`src/design/minmax_pkg.sv`:
```
// package: constants for the running min/max tracker
// assumes: single clock domain, avalon-mm register access
package minmax_pkg;
  localparam int DATA_W = 32;
  localparam int ADDR_W = 4;
  // register byte addresses
  localparam logic [ADDR_W-1:0] ADDR_CTRL = 4'h0;
  localparam logic [ADDR_W-1:0] ADDR_MIN = 4'h4;
  localparam logic [ADDR_W-1:0] ADDR_MAX = 4'h8;
  localparam logic [ADDR_W-1:0] ADDR_IRQ_STAT = 4'hC;
  // ctrl fields
  localparam int CTRL_EN_BIT = 0;
  localparam int CTRL_MODE_BIT = 1;
  localparam int CTRL_CLR_BIT = 2;
  localparam logic [2:0] CTRL_RESET = 3'h0;
  // irq status/enable/clear layout: status from bit 0, enable from bit 8, clear from bit 16 of the irq word
  localparam int IRQ_NEWMIN_BIT = 0;
  localparam int IRQ_NEWMAX_BIT = 1;
  localparam int IRQ_EN_SHIFT = 8;
  localparam int IRQ_CLR_SHIFT = 16;
  localparam logic [DATA_W-1:0] EXTREME_RESET = 32'h0000_0000;
  localparam logic [DATA_W-1:0] UNMAPPED_READ = 32'h0000_0000;
endpackage

```
`src/design/minmax_tracker.sv`:
```
// minmax_tracker: running signed minimum and maximum of a 32-bit sample
// assumes: controller logic on clk_sys drives enable, mode, trigger, clear, sample
//
// The implementer's own choices: the Avalon-MM interface to the registers and the register offsets.
`timescale 1ns/10ps
`default_nettype none
// Function
// - evaluate only while enable is high
// - store lower sample as min, higher as max
// - both extremes start at zero
// - clear forces both extremes to zero
// - mode 0: evaluate every cycle, ignore trigger
// - mode 1: evaluate on trigger rising edge
// - pulse event one cycle on new extreme
// - min output shows smallest captured sample
// - max output shows largest captured sample
// - signed 32-bit comparison over full range
module minmax_tracker
  import minmax_pkg::*;
(
  input wire logic clk_sys,
  input wire logic rstn,
  input wire logic enable_in,
  input wire logic trigger_mode_select,
  input wire logic trigger_in,
  input wire logic clear_in,
  input wire logic signed [DATA_W-1:0] sample_in,
  input wire logic [ADDR_W-1:0] avs_address,
  input wire logic avs_read,
  input wire logic avs_write,
  input wire logic [DATA_W-1:0] avs_writedata,
  input wire logic [3:0] avs_byteenable,
  output logic [DATA_W-1:0] avs_readdata,
  output logic avs_waitrequest,
  output logic signed [DATA_W-1:0] min_out,
  output logic signed [DATA_W-1:0] max_out,
  output logic new_extreme_pulse,
  output logic irq
);
  logic signed [DATA_W-1:0] min_ff;
  logic signed [DATA_W-1:0] max_ff;
  logic trig_prev_ff;
  logic pulse_ff;
  logic [2:0] ctrl_ff;
  logic [1:0] irq_stat_ff;
  logic [1:0] irq_en_ff;
  logic irq_ff;
  logic [DATA_W-1:0] rdata_ff;
  logic ack_ff;
  logic wait_ff;
  logic en_eff;
  logic mode_eff;
  logic clr_eff;
  logic eval;
  logic lower;
  logic higher;
  logic new_min;
  logic new_max;
  logic bus_req;
  logic wr_ctrl;
  logic wr_irq;
  logic [1:0] irq_clr;

  // pins and software control combine
  assign en_eff = enable_in | ctrl_ff[CTRL_EN_BIT];
  assign mode_eff = trigger_mode_select | ctrl_ff[CTRL_MODE_BIT];
  assign clr_eff = clear_in | ctrl_ff[CTRL_CLR_BIT];

  assign eval = en_eff & (~mode_eff | (trigger_in & ~trig_prev_ff));

  assign lower = sample_in < min_ff;
  assign higher = sample_in > max_ff;

  assign new_min = eval & ~clr_eff & lower;
  assign new_max = eval & ~clr_eff & higher;

  // trigger history for edge detection
  always_ff @(posedge clk_sys or negedge rstn) begin
    if (!rstn) begin
      trig_prev_ff <= 1'b0;
    end else begin
      trig_prev_ff <= trigger_in;
    end
  end

  always_ff @(posedge clk_sys or negedge rstn) begin
    if (!rstn) begin
      min_ff <= EXTREME_RESET;
      max_ff <= EXTREME_RESET;
    end else if (clr_eff) begin
      min_ff <= EXTREME_RESET;
      max_ff <= EXTREME_RESET;
    end else begin
      if (new_min) begin
        min_ff <= sample_in;
      end
      if (new_max) begin
        max_ff <= sample_in;
      end
    end
  end

  always_ff @(posedge clk_sys or negedge rstn) begin
    if (!rstn) begin
      pulse_ff <= 1'b0;
    end else begin
      pulse_ff <= new_min | new_max;
    end
  end

  // avalon slave: one wait cycle, writes land on the accepting edge
  assign bus_req = (avs_read | avs_write) & ~ack_ff;
  assign wr_ctrl = ack_ff & avs_write & (avs_address == ADDR_CTRL) & avs_byteenable[0];
  assign wr_irq = ack_ff & avs_write & (avs_address == ADDR_IRQ_STAT);
  assign irq_clr = (wr_irq & avs_byteenable[2]) ?
                   avs_writedata[IRQ_CLR_SHIFT +: 2] : 2'b00;

  always_ff @(posedge clk_sys or negedge rstn) begin
    if (!rstn) begin
      ack_ff <= 1'b0;
    end else begin
      ack_ff <= bus_req;
    end
  end

  // waitrequest kept in its own flop, high while idle
  always_ff @(posedge clk_sys or negedge rstn) begin
    if (!rstn) begin
      wait_ff <= 1'b1;
    end else begin
      wait_ff <= ~bus_req;
    end
  end

  always_ff @(posedge clk_sys or negedge rstn) begin
    if (!rstn) begin
      ctrl_ff <= CTRL_RESET;
    end else if (wr_ctrl) begin
      ctrl_ff <= avs_writedata[2:0];
    end
  end

  always_ff @(posedge clk_sys or negedge rstn) begin
    if (!rstn) begin
      irq_en_ff <= 2'b00;
    end else if (wr_irq && avs_byteenable[1]) begin
      irq_en_ff <= avs_writedata[IRQ_EN_SHIFT +: 2];
    end
  end

  // sticky status, set wins over clear
  always_ff @(posedge clk_sys or negedge rstn) begin
    if (!rstn) begin
      irq_stat_ff <= 2'b00;
    end else begin
      irq_stat_ff[IRQ_NEWMIN_BIT] <= new_min | (irq_stat_ff[IRQ_NEWMIN_BIT] & ~irq_clr[0]);
      irq_stat_ff[IRQ_NEWMAX_BIT] <= new_max | (irq_stat_ff[IRQ_NEWMAX_BIT] & ~irq_clr[1]);
    end
  end

  always_ff @(posedge clk_sys or negedge rstn) begin
    if (!rstn) begin
      irq_ff <= 1'b0;
    end else begin
      irq_ff <= |(irq_stat_ff & irq_en_ff);
    end
  end

  always_ff @(posedge clk_sys or negedge rstn) begin
    if (!rstn) begin
      rdata_ff <= UNMAPPED_READ;
    end else if (bus_req && avs_read) begin
      case (avs_address)
        ADDR_CTRL: rdata_ff <= {29'h0, ctrl_ff};
        ADDR_MIN: rdata_ff <= min_ff;
        ADDR_MAX: rdata_ff <= max_ff;
        ADDR_IRQ_STAT: rdata_ff <= {22'h0, irq_en_ff, 6'h0, irq_stat_ff};
        default: rdata_ff <= UNMAPPED_READ;
      endcase
    end
  end

  assign avs_readdata = rdata_ff;
  assign avs_waitrequest = wait_ff;
  assign min_out = min_ff;
  assign max_out = max_ff;
  assign new_extreme_pulse = pulse_ff;
  assign irq = irq_ff;
endmodule // minmax_tracker
`default_nettype wire

```
`config.mk`:
```
export PLATFORM = sky130hd
export DESIGN_NAME = minmax_tracker
export DESIGN_NICKNAME = d
export VERILOG_FILES = /design/src/design/minmax_pkg.sv /design/src/design/minmax_tracker.sv
export SDC_FILE = /design/constraint.sdc
export NUM_CORES = 1
export LEC_CHECK = 0
export BUFFER_PORTS_ARGS = -buffer_cell sky130_fd_sc_hd__buf_2
export CORE_MARGIN = 1.5
export CORE_UTILIZATION = 40
export CTS_CLUSTER_SIZE = 8
export DETAILED_ROUTE_END_ITERATION = 10
export PLACE_DENSITY = 0.74
export SYNTH_ARGS = -nofsm -noshare
export SYNTH_HDL_FRONTEND = slang
export SYNTH_SLANG_ARGS = --single-unit
```
`constraint.sdc`:
```
create_clock -name clk_sys -period 2.89 [get_ports clk_sys]
set_clock_uncertainty 0.05 [all_clocks]
set_input_delay 0.578 -clock clk_sys [delete_from_list [all_inputs] [get_ports clk_sys]]
set_output_delay 0.578 -clock clk_sys [all_outputs]
set_load 0.05 [all_outputs]
```
* Word-level counts from Yosys, hierarchy flattened *
Cells that the tools add are included.
W data, S select, Z words.

word-level totals
  register bits after elaboration = 108
  input bits = 80
  output and inout bits = 99
  word-level logic and storage cells = 57

cells by class
  reductions and logical operators = 6
  mux-type cells = 6
  equality and inequality tests = 3
  order comparisons = 2
  bitwise gates (word level) = 29

operators with widths
  operator              count
  $mux W32              4
  $pmux W32 S4          1
  $gt A32 B32 Y1        1
  $lt A32 B32 Y1        1
  $and A1 B1 Y1         13
  $eq A4 B4 Y1 const B  2
  $or A1 B1 Y1          8
  $not A1 Y1            7
  $eq A4 B3 Y1 const B  1
  $logic_not A4 Y1      1
  $reduce_bool A2 Y1    2
  $and A2 B2 Y2         1
  $logic_and A1 B1 Y1   2
  $mux W2               1
  $reduce_or A2 Y1      1

* Logic depth before layout (Yosys ltp) *
Gate-level depths: netlist of the first run.

  word-level depth = 8
  depth in mapped cells = 11
  depth with buffers taken out = 9

* Worst setup path after synthesis of the first run *
OpenSTA, ideal clock, no wires.

  kind = register to register
  from = reg min_ff[14] (netlist: min_out[14])
  to = reg min_ff[23] (netlist: min_out[23])
  path slack = -0.068 ns
  cell stages (with the launch flop) = 12
  arrival time = 2.784 ns
  library setup time = 0.124 ns
  clock period less this slack = 2.958 ns
  data required time = 2.716 ns
  cells stage by stage = dfrtp_1 > inv_1 > ha_1 > nand4_1 > nor3_2 > or4b_1 > a31oi_1 > nor3_1 > or3b_1 > buf_6 > buf_8 > mux2i_1

on the way
  longest elaborated chain between the ends = 3

RTL lines
  element                              line                  source
  start: declaration                   minmax_tracker.sv:40  logic signed [DATA_W-1:0] min_ff;
  start signal: assignment             minmax_tracker.sv:95  min_ff <= sample_in;
  $lt A32 B32 Y1                       minmax_tracker.sv:71  assign lower = sample_in < min_ff;
  $and A1 B1 Y1                        minmax_tracker.sv:74  assign new_min = eval & ~clr_eff & lower;
  $reduce_bool A2 Y1 (no source line)  n/a

Every way passes these cells.
A chain may end at the register's enable or synchronous reset.

* Worst setup path in the final report of the first run *
  from = reg min_ff[27] (netlist: min_out[27])
  to = reg min_ff[9] (netlist: min_out[9])

The elaborated chain is that of the path after synthesis.

==> results of run 1 <==
-- area by class of cell --
cell class                 instances  area, sq um
timing repair buffer             214         1280
sequential                       108         2720
tap                              188          235
inverter                          97          364
antenna                            2         5.00
clock buffer                      11          243
multi-input combinational        419         3020
fill                            1403         7270
clock inverter                     5         60.1
-- layer usage --
layer / routed length, um / share of wire / global-route usage / vias to the layer above
met1: 7860 / 0.47 / 0.296 / 2555
li1: - / - / - / 2619
met4: 383 / 0.023 / 0.0925 / 0
met2: 7840 / 0.47 / 0.341 / 133
met3: 755 / 0.045 / 0.0285 / 24
met5: 0 / 0 / 0 / -
-- per-stage QoR --
| stage | setup WS, ns | TNS, ns | hold slack (ns) | cells | util |
|---|---|---|---|---|---|
| after CTS | 0.0975 | 0 | 0.219 | 1042 | 0.520 |
| after global routing | -0.0318 | -0.0370 | 0.252 | 1044 | 0.522 |
| after detailed placement | -0.306 | -13.96 | 0.422 | 1026 | 0.500 |
| final | 0.104 | 0 | 0.216 | 1044 | 0.522 |
| after global placement | -0.292 | -13.31 | 0.412 | 1026 | 0.500 |
| after floorplan | 0.000293 | 0 | 0.232 | 652 | - |
-- cell families after synthesis --
| family | synth area share |
|---|---|
| DFF | 0.435 |
| buffers and inverters | 0.0844 |
| and+or+nand+nor | 0.116 |
| AOI/OAI and AO/OA | 0.125 |
| adders and majority gates | 0.127 |
| muxes | 0.112 |
-- flip-flops by register name, summed over array words and instances, names as in the netlist --
name and count:
ack_ff 1, avs_readdata 32, avs_waitrequest 1, ctrl_ff 3, irq 1, irq_en_ff 2
irq_stat_ff 2, max_out 32, min_out 32, new_extreme_pulse 1, trig_prev_ff 1
-- repair_timing --
action,CTS,global route
gates resized for setup,1,3
setup endpoints to repair,21,56
pin swaps,0,3
-- power by group through the flow --
stage	clock network [mW]	logic [mW]	registers (mW)
final	1.27	1.02	1.68
after global routing	1.37	1.12	1.70
after CTS	1.31	1.02	1.68
after detailed placement	0	1.02	1.71
after global placement	0	0.999	1.71
after floorplan	0	0.387	1.96
-- worst max-delay path, delay by kind of cell, from the launching register on --
kind,cells,cell delay [ns]
AND/OR/NAND/NOR,5,1.39
flip-flops,1,0.36
AO/OA/AOI/OAI,1,0.19
buffers and inverters,2,0.24
adder cells (fa/ha/maj),1,0.28
multiplexers,1,0.19
-- worst max-delay path by stage --
stage                     cells past startpoint  slack (ns)           from          end
after floorplan                              11      0.0003    max_out[25]  max_out[10]
after global placement                       10       -0.29  sample_in[14]  min_out[27]
after detailed placement                     10       -0.31  sample_in[13]  min_out[27]
after CTS                                    10         0.1    min_out[13]  min_out[29]
after global routing                         10       -0.03     min_out[2]   min_out[9]
final                                        10        0.10    min_out[27]   min_out[9]
-- synthesized netlist by cell type, drive strengths merged (3+ instances only) --
master and count:
a22oi 27, nand4 10, nand2 119, a22o 4
o211ai 3, nand2b 5, nor3 3, nand3 4
mux2i 64, a21o 8, nor2 6, a221oi 5
a21oi 26, inv 97, o21ai 43, buf 10
mux2 5, dfrtp 107, and4 4, clkbuf 18
ha 63
==> impl_metrics.ini, run 1 <==
[setup_path]
crit_slowest_cell = or4_1
timing.rr.start = min_out[27]
crit_type = flop to flop
cp-start-kind = flop
critPathMaxFanout = 20
worstPathArrival_ns = 3.00
required_ns = 3.10
reg2reg_slack_ns = 0.10
path_cells = inv_1 -> ha_1 -> and4_1 -> nand2_1 -> or4_1 -> a31oi_2 -> nor3_1 -> or3b_4 -> buf_12 -> mux2i_1
cpPeakStageDelay_ns = 0.58
worstRegToRegCells = 10
endpoint_kind = flop
reg2reg_to = min_out[9]

[run_status]
status = finished, final reports clean

[routing]
drtIter0Drc = 234
routed_wl_um = 16800
drc_errors = 0
vias_per_cell = 5.11
dr.pass1.iters = 6
vias = 5331
wire_per_inst_um = 16.1
ant_nets = 0

[floorplanning]
die_w_um = 128
placementRows = 45
io_pins = 179
core_sq_um = 15200
die-area_sq_um = 16300
initial_core_util = 0.409
die_height_um = 128

[clock_tree]
cts_hold_buf = 0
cts_setup_buffers = 0
cts_root_buffer = clkbuf_16
clockBufferDepth = 2
tritoncts = yes
clock_latency_ns = 0.36
htreeDepth = 3
clk_pin_slew_ns = 0.07
numCtsBuffers = 9
clock-sinks = 108

[sta]
drv_slew = 0
fin_crit_sh = 0.964
setup_viol = 0
layout_min_cycle_time_ns = 2.79
slew_headroom = 0.543
fmax_mhz = 359
hold_viol_final = 0
worstMarginPinSlew_ns = 0.686

[power_and_ir_drop]
power_mw = 3.97
intPower_mw = 2.65
p_clk_frac = 0.320
pwr_density_cell_nw_per_um2 = 500
power.leakage_nw = 4.36
p_comb_frac = 0.257
pwr-share-seq = 0.424
p_sw_mw = 1.32
vdd_drop_max_mv = 0.288
switching_share = 0.333

[synthesis]
synth_edf_count = 0
ys.flop_type = dfrtp_1
yosysUniqueCellTypes = 45
syn_nets = 795
avgSynthCellArea_sq_um = 9.53
synth_area_sq_um = 6210
ys_seq_area_frac = 0.435
async_flop_share = 1.00
synth_warnings = 0
synth.top_cells.by_area = dfrtp_1 (43%), ha_1 (13%), mux2i_1 (10%), nand2_1 (7.2%), inv_1 (5.9%)
synthCells = 652
synth_top_area_cell = dfrtp_1
synth_top_area_frac = 0.431
synth-seq-cells = 108

[place]
place_hpwl_um = 12300
placed_area_sq_um = 7600
gp_congestion = 0.804
port_buffers = 152

[global_routing]
grtUsageTotal = 0.215
grt_max_degree = 65
antenna_found_initial = 2
grt_pass1_vias = 5236
gr-total-overflow = 0
grt_pass1_wl_um = 27200

[final_layout]
area_growth_pct = 27.6
nets = 992
layout_commonest_cell = buf_2
drive_gt1_frac = 0.294
final_cell_mix = buf_2 (151), nand2_1 (119), inv_1 (97)
fin_area_sq_um = 7930

[hold_path]
hold_class = primary input to async pin

[flow_run]
max-cap-violations = 0
(Power assumes the default switching activity.)
==> run 2, diff against run 1 <==
--- a/config.mk
+++ b/config.mk
@@ -5,12 +5,13 @@
 export SDC_FILE = /design/constraint.sdc
 export NUM_CORES = 1
 export LEC_CHECK = 0
-export BUFFER_PORTS_ARGS = -buffer_cell sky130_fd_sc_hd__buf_2
+export CORE_ASPECT_RATIO = 0.9
 export CORE_MARGIN = 1.5
 export CORE_UTILIZATION = 40
 export CTS_CLUSTER_SIZE = 8
 export DETAILED_ROUTE_END_ITERATION = 10
-export PLACE_DENSITY = 0.74
+export DONT_BUFFER_PORTS = 1
+export PLACE_DENSITY = 0.64
 export SYNTH_ARGS = -nofsm -noshare
 export SYNTH_HDL_FRONTEND = slang
 export SYNTH_SLANG_ARGS = --single-unit
==> constraint.sdc (replaced) <==
create_clock -name clk_sys -period 3.02 [get_ports clk_sys]
set_clock_uncertainty 0.05 [all_clocks]
set_input_delay 0.604 -clock clk_sys [delete_from_list [all_inputs] [get_ports clk_sys]]
set_output_delay 0.604 -clock clk_sys [all_outputs]
set_load 0.05 [all_outputs]
==> run 2 against run 1 <==
  * The run now ends with hold timing left
  * Power shrank 6.6%
  * Via count shrank 7.8%
  * Wire length grew 0.54%
  * Clock power fell by 4%
  * Non-clock buffer count is 136 lower
  * Global-route usage is 0.15 points higher
  * Sequential cell count did not move
  * Register-to-register slack improved by 0.098 ns
  * Core utilization down 4.6 points
  * Sequential power decreased by 4%
  * Die area is essentially flat
  * Largest cell class unchanged
==> impl_metrics.ini, run 2 (synthesis gave the netlist of run 1 again) <==
[power_and_ir_drop]
vdd_drop_max_mv = 0.269
p_sw_mw = 1.21
pwr_density_cell_nw_per_um2 = 509
switching_share = 0.328
pwr-share-seq = 0.436
power.leakage_nw = 3.74
intPower_mw = 2.49
p_clk_frac = 0.331
p_comb_frac = 0.234

[routing]
drc_errors = 0
vias_per_cell = 5.34
vias = 4917
drtIter0Drc = 236
dr.pass1.iters = 5
wire_per_inst_um = 18.4
routed_wl_um = 16900
ant_nets = 0

[global_routing]
grt.met1_usage = 0.279
grt_use_met3 = 0.0522
gr-total-overflow = 0
grt_util_met2 = 0.357
grt_pass1_wl_um = 27200
grtUsageTotal = 0.216
grt_pass1_vias = 5066
grt_max_degree = 109
antenna_found_initial = 0
busiest_layer = met2

[sta]
fin_ws_ns = 0.201
fmax_mhz = 355
drv_slew = 0
slew_headroom = 0.526
fin_crit_sh = 0.933
worstMarginPinSlew_ns = 0.711
hold_viol_final = 107
hold_slack_ns = -0.117
setup_viol = 0
final.setup.tns_ns = 0
layout_min_cycle_time_ns = 2.82
rsz0062_at_grt = false

[place]
gp_congestion = 0.844
port_buffers = 0
dp.cells = 904
place_ws_ns = -0.157
place_hpwl_um = 12200

[setup_path]
reg2reg_slack_ns = 0.20
critPathMaxFanout = 21
timing.rr.start = min_out[13]
endpoint_kind = flop
cp-start-kind = flop
crit_path_start = min_out[13]
required_ns = 3.24
crit_type = flop to flop
worstPathArrival_ns = 3.04

[final_layout]
final_cell_mix = nand2_1 (119), dfrtp_1 (107), inv_1 (97)
multi_input_area_sq_um = 3010
final_cells = 920
ff_latch_area_sq_um = 2700
nets = 856
area_growth_pct = 17.1
diodes = 0
drive_gt1_frac = 0.142
layout_commonest_cell = nand2_1
fillers = 1473

[run_status]
failed_checks = hold timing
status = complete, but fails checks

[clock_tree]
htreeDepth = 3
clk_pin_slew_ns = 0.07
clock-sinks = 108
cts_setup_buffers = 0
numCtsBuffers = 9
tritoncts = yes
clockBufferDepth = 2
cts_root_buffer = clkbuf_16
clock_latency_ns = 0.36

[floorplanning]
die-area_sq_um = 16300
die_height_um = 121
io_pins = 179
placementRows = 43
initial_core_util = 0.407
core_sq_um = 15300
die_w_um = 134

[hold_path]
hold_class = primary input to async pin

[flow_run]
max-cap-violations = 0
[run 2: area by class of cell]
| class | instances | area share |
|---|---|---|
| Clock buffer | 11 | 0.0334 |
| Clock inverter | 5 | 0.00826 |
| Tap cell | 202 | 0.0347 |
| Sequential cell | 108 | 0.372 |
| Inverter | 97 | 0.0501 |
| Multi-Input combinational cell | 419 | 0.414 |
| Timing Repair Buffer | 78 | 0.0874 |
[run 2: power by group through the flow]
stage	registers (mW)	logic, mW	clock network (mW)
after global placement	1.64	0.843	0
after floorplan	1.87	0.371	0
after global routing	1.62	0.945	1.32
after CTS	1.61	0.870	1.27
after detailed placement	1.64	0.866	0
final	1.61	0.866	1.22
[run 2: path summary, 6_finish.rpt]
| kind | end | cells past startpoint |
|---|---|---|
| setup / recovery | min_out[19] | 10 |
| hold / removal | avs_readdata[7] | 0 |
| setup reg to reg | min_out[19] | 10 |
| hold reg to reg | ctrl_ff[1] | 1 |
| max in group asynchronous | avs_waitrequest | 0 |
| min in group clk_sys | trig_prev_ff | 0 |
[run 2: through the flow]
stage / utilization / power (mW) / cell area [sq um]
final: 0.476 / 3.70 / 7270
after global routing: 0.476 / 3.89 / 7270
after CTS: 0.475 / 3.75 / 7260
after detailed placement: 0.455 / 2.51 / 6960
after global placement: 0.455 / 2.48 / 6960
after floorplan: - / 2.24 / 6210
[run 2: worst max-delay path, stage by stage (launching register included)]
cell     delay [ns]
dfrtp_1        0.35
inv_1          0.05
ha_1           0.30
nand4_1        0.13
nor3_2         0.22
or4b_4         0.49
a31oi_2        0.24
nor3_1         0.08
or3b_4         0.42
buf_12         0.18
mux2i_1        0.19
[run 2: repair_timing]
item                       CTS  global route
setup endpoints to repair    0            32
hold endpoints to repair   107           107
gates resized for setup      0             3
[run 2: per-layer routing]
metal | part of all wire | up-vias
li1 | - | 2349
met1 | 0.44 | 2392
met2 | 0.47 | 152
met3 | 0.073 | 24
met4 | 0.019 | 0
met5 | 0 | -
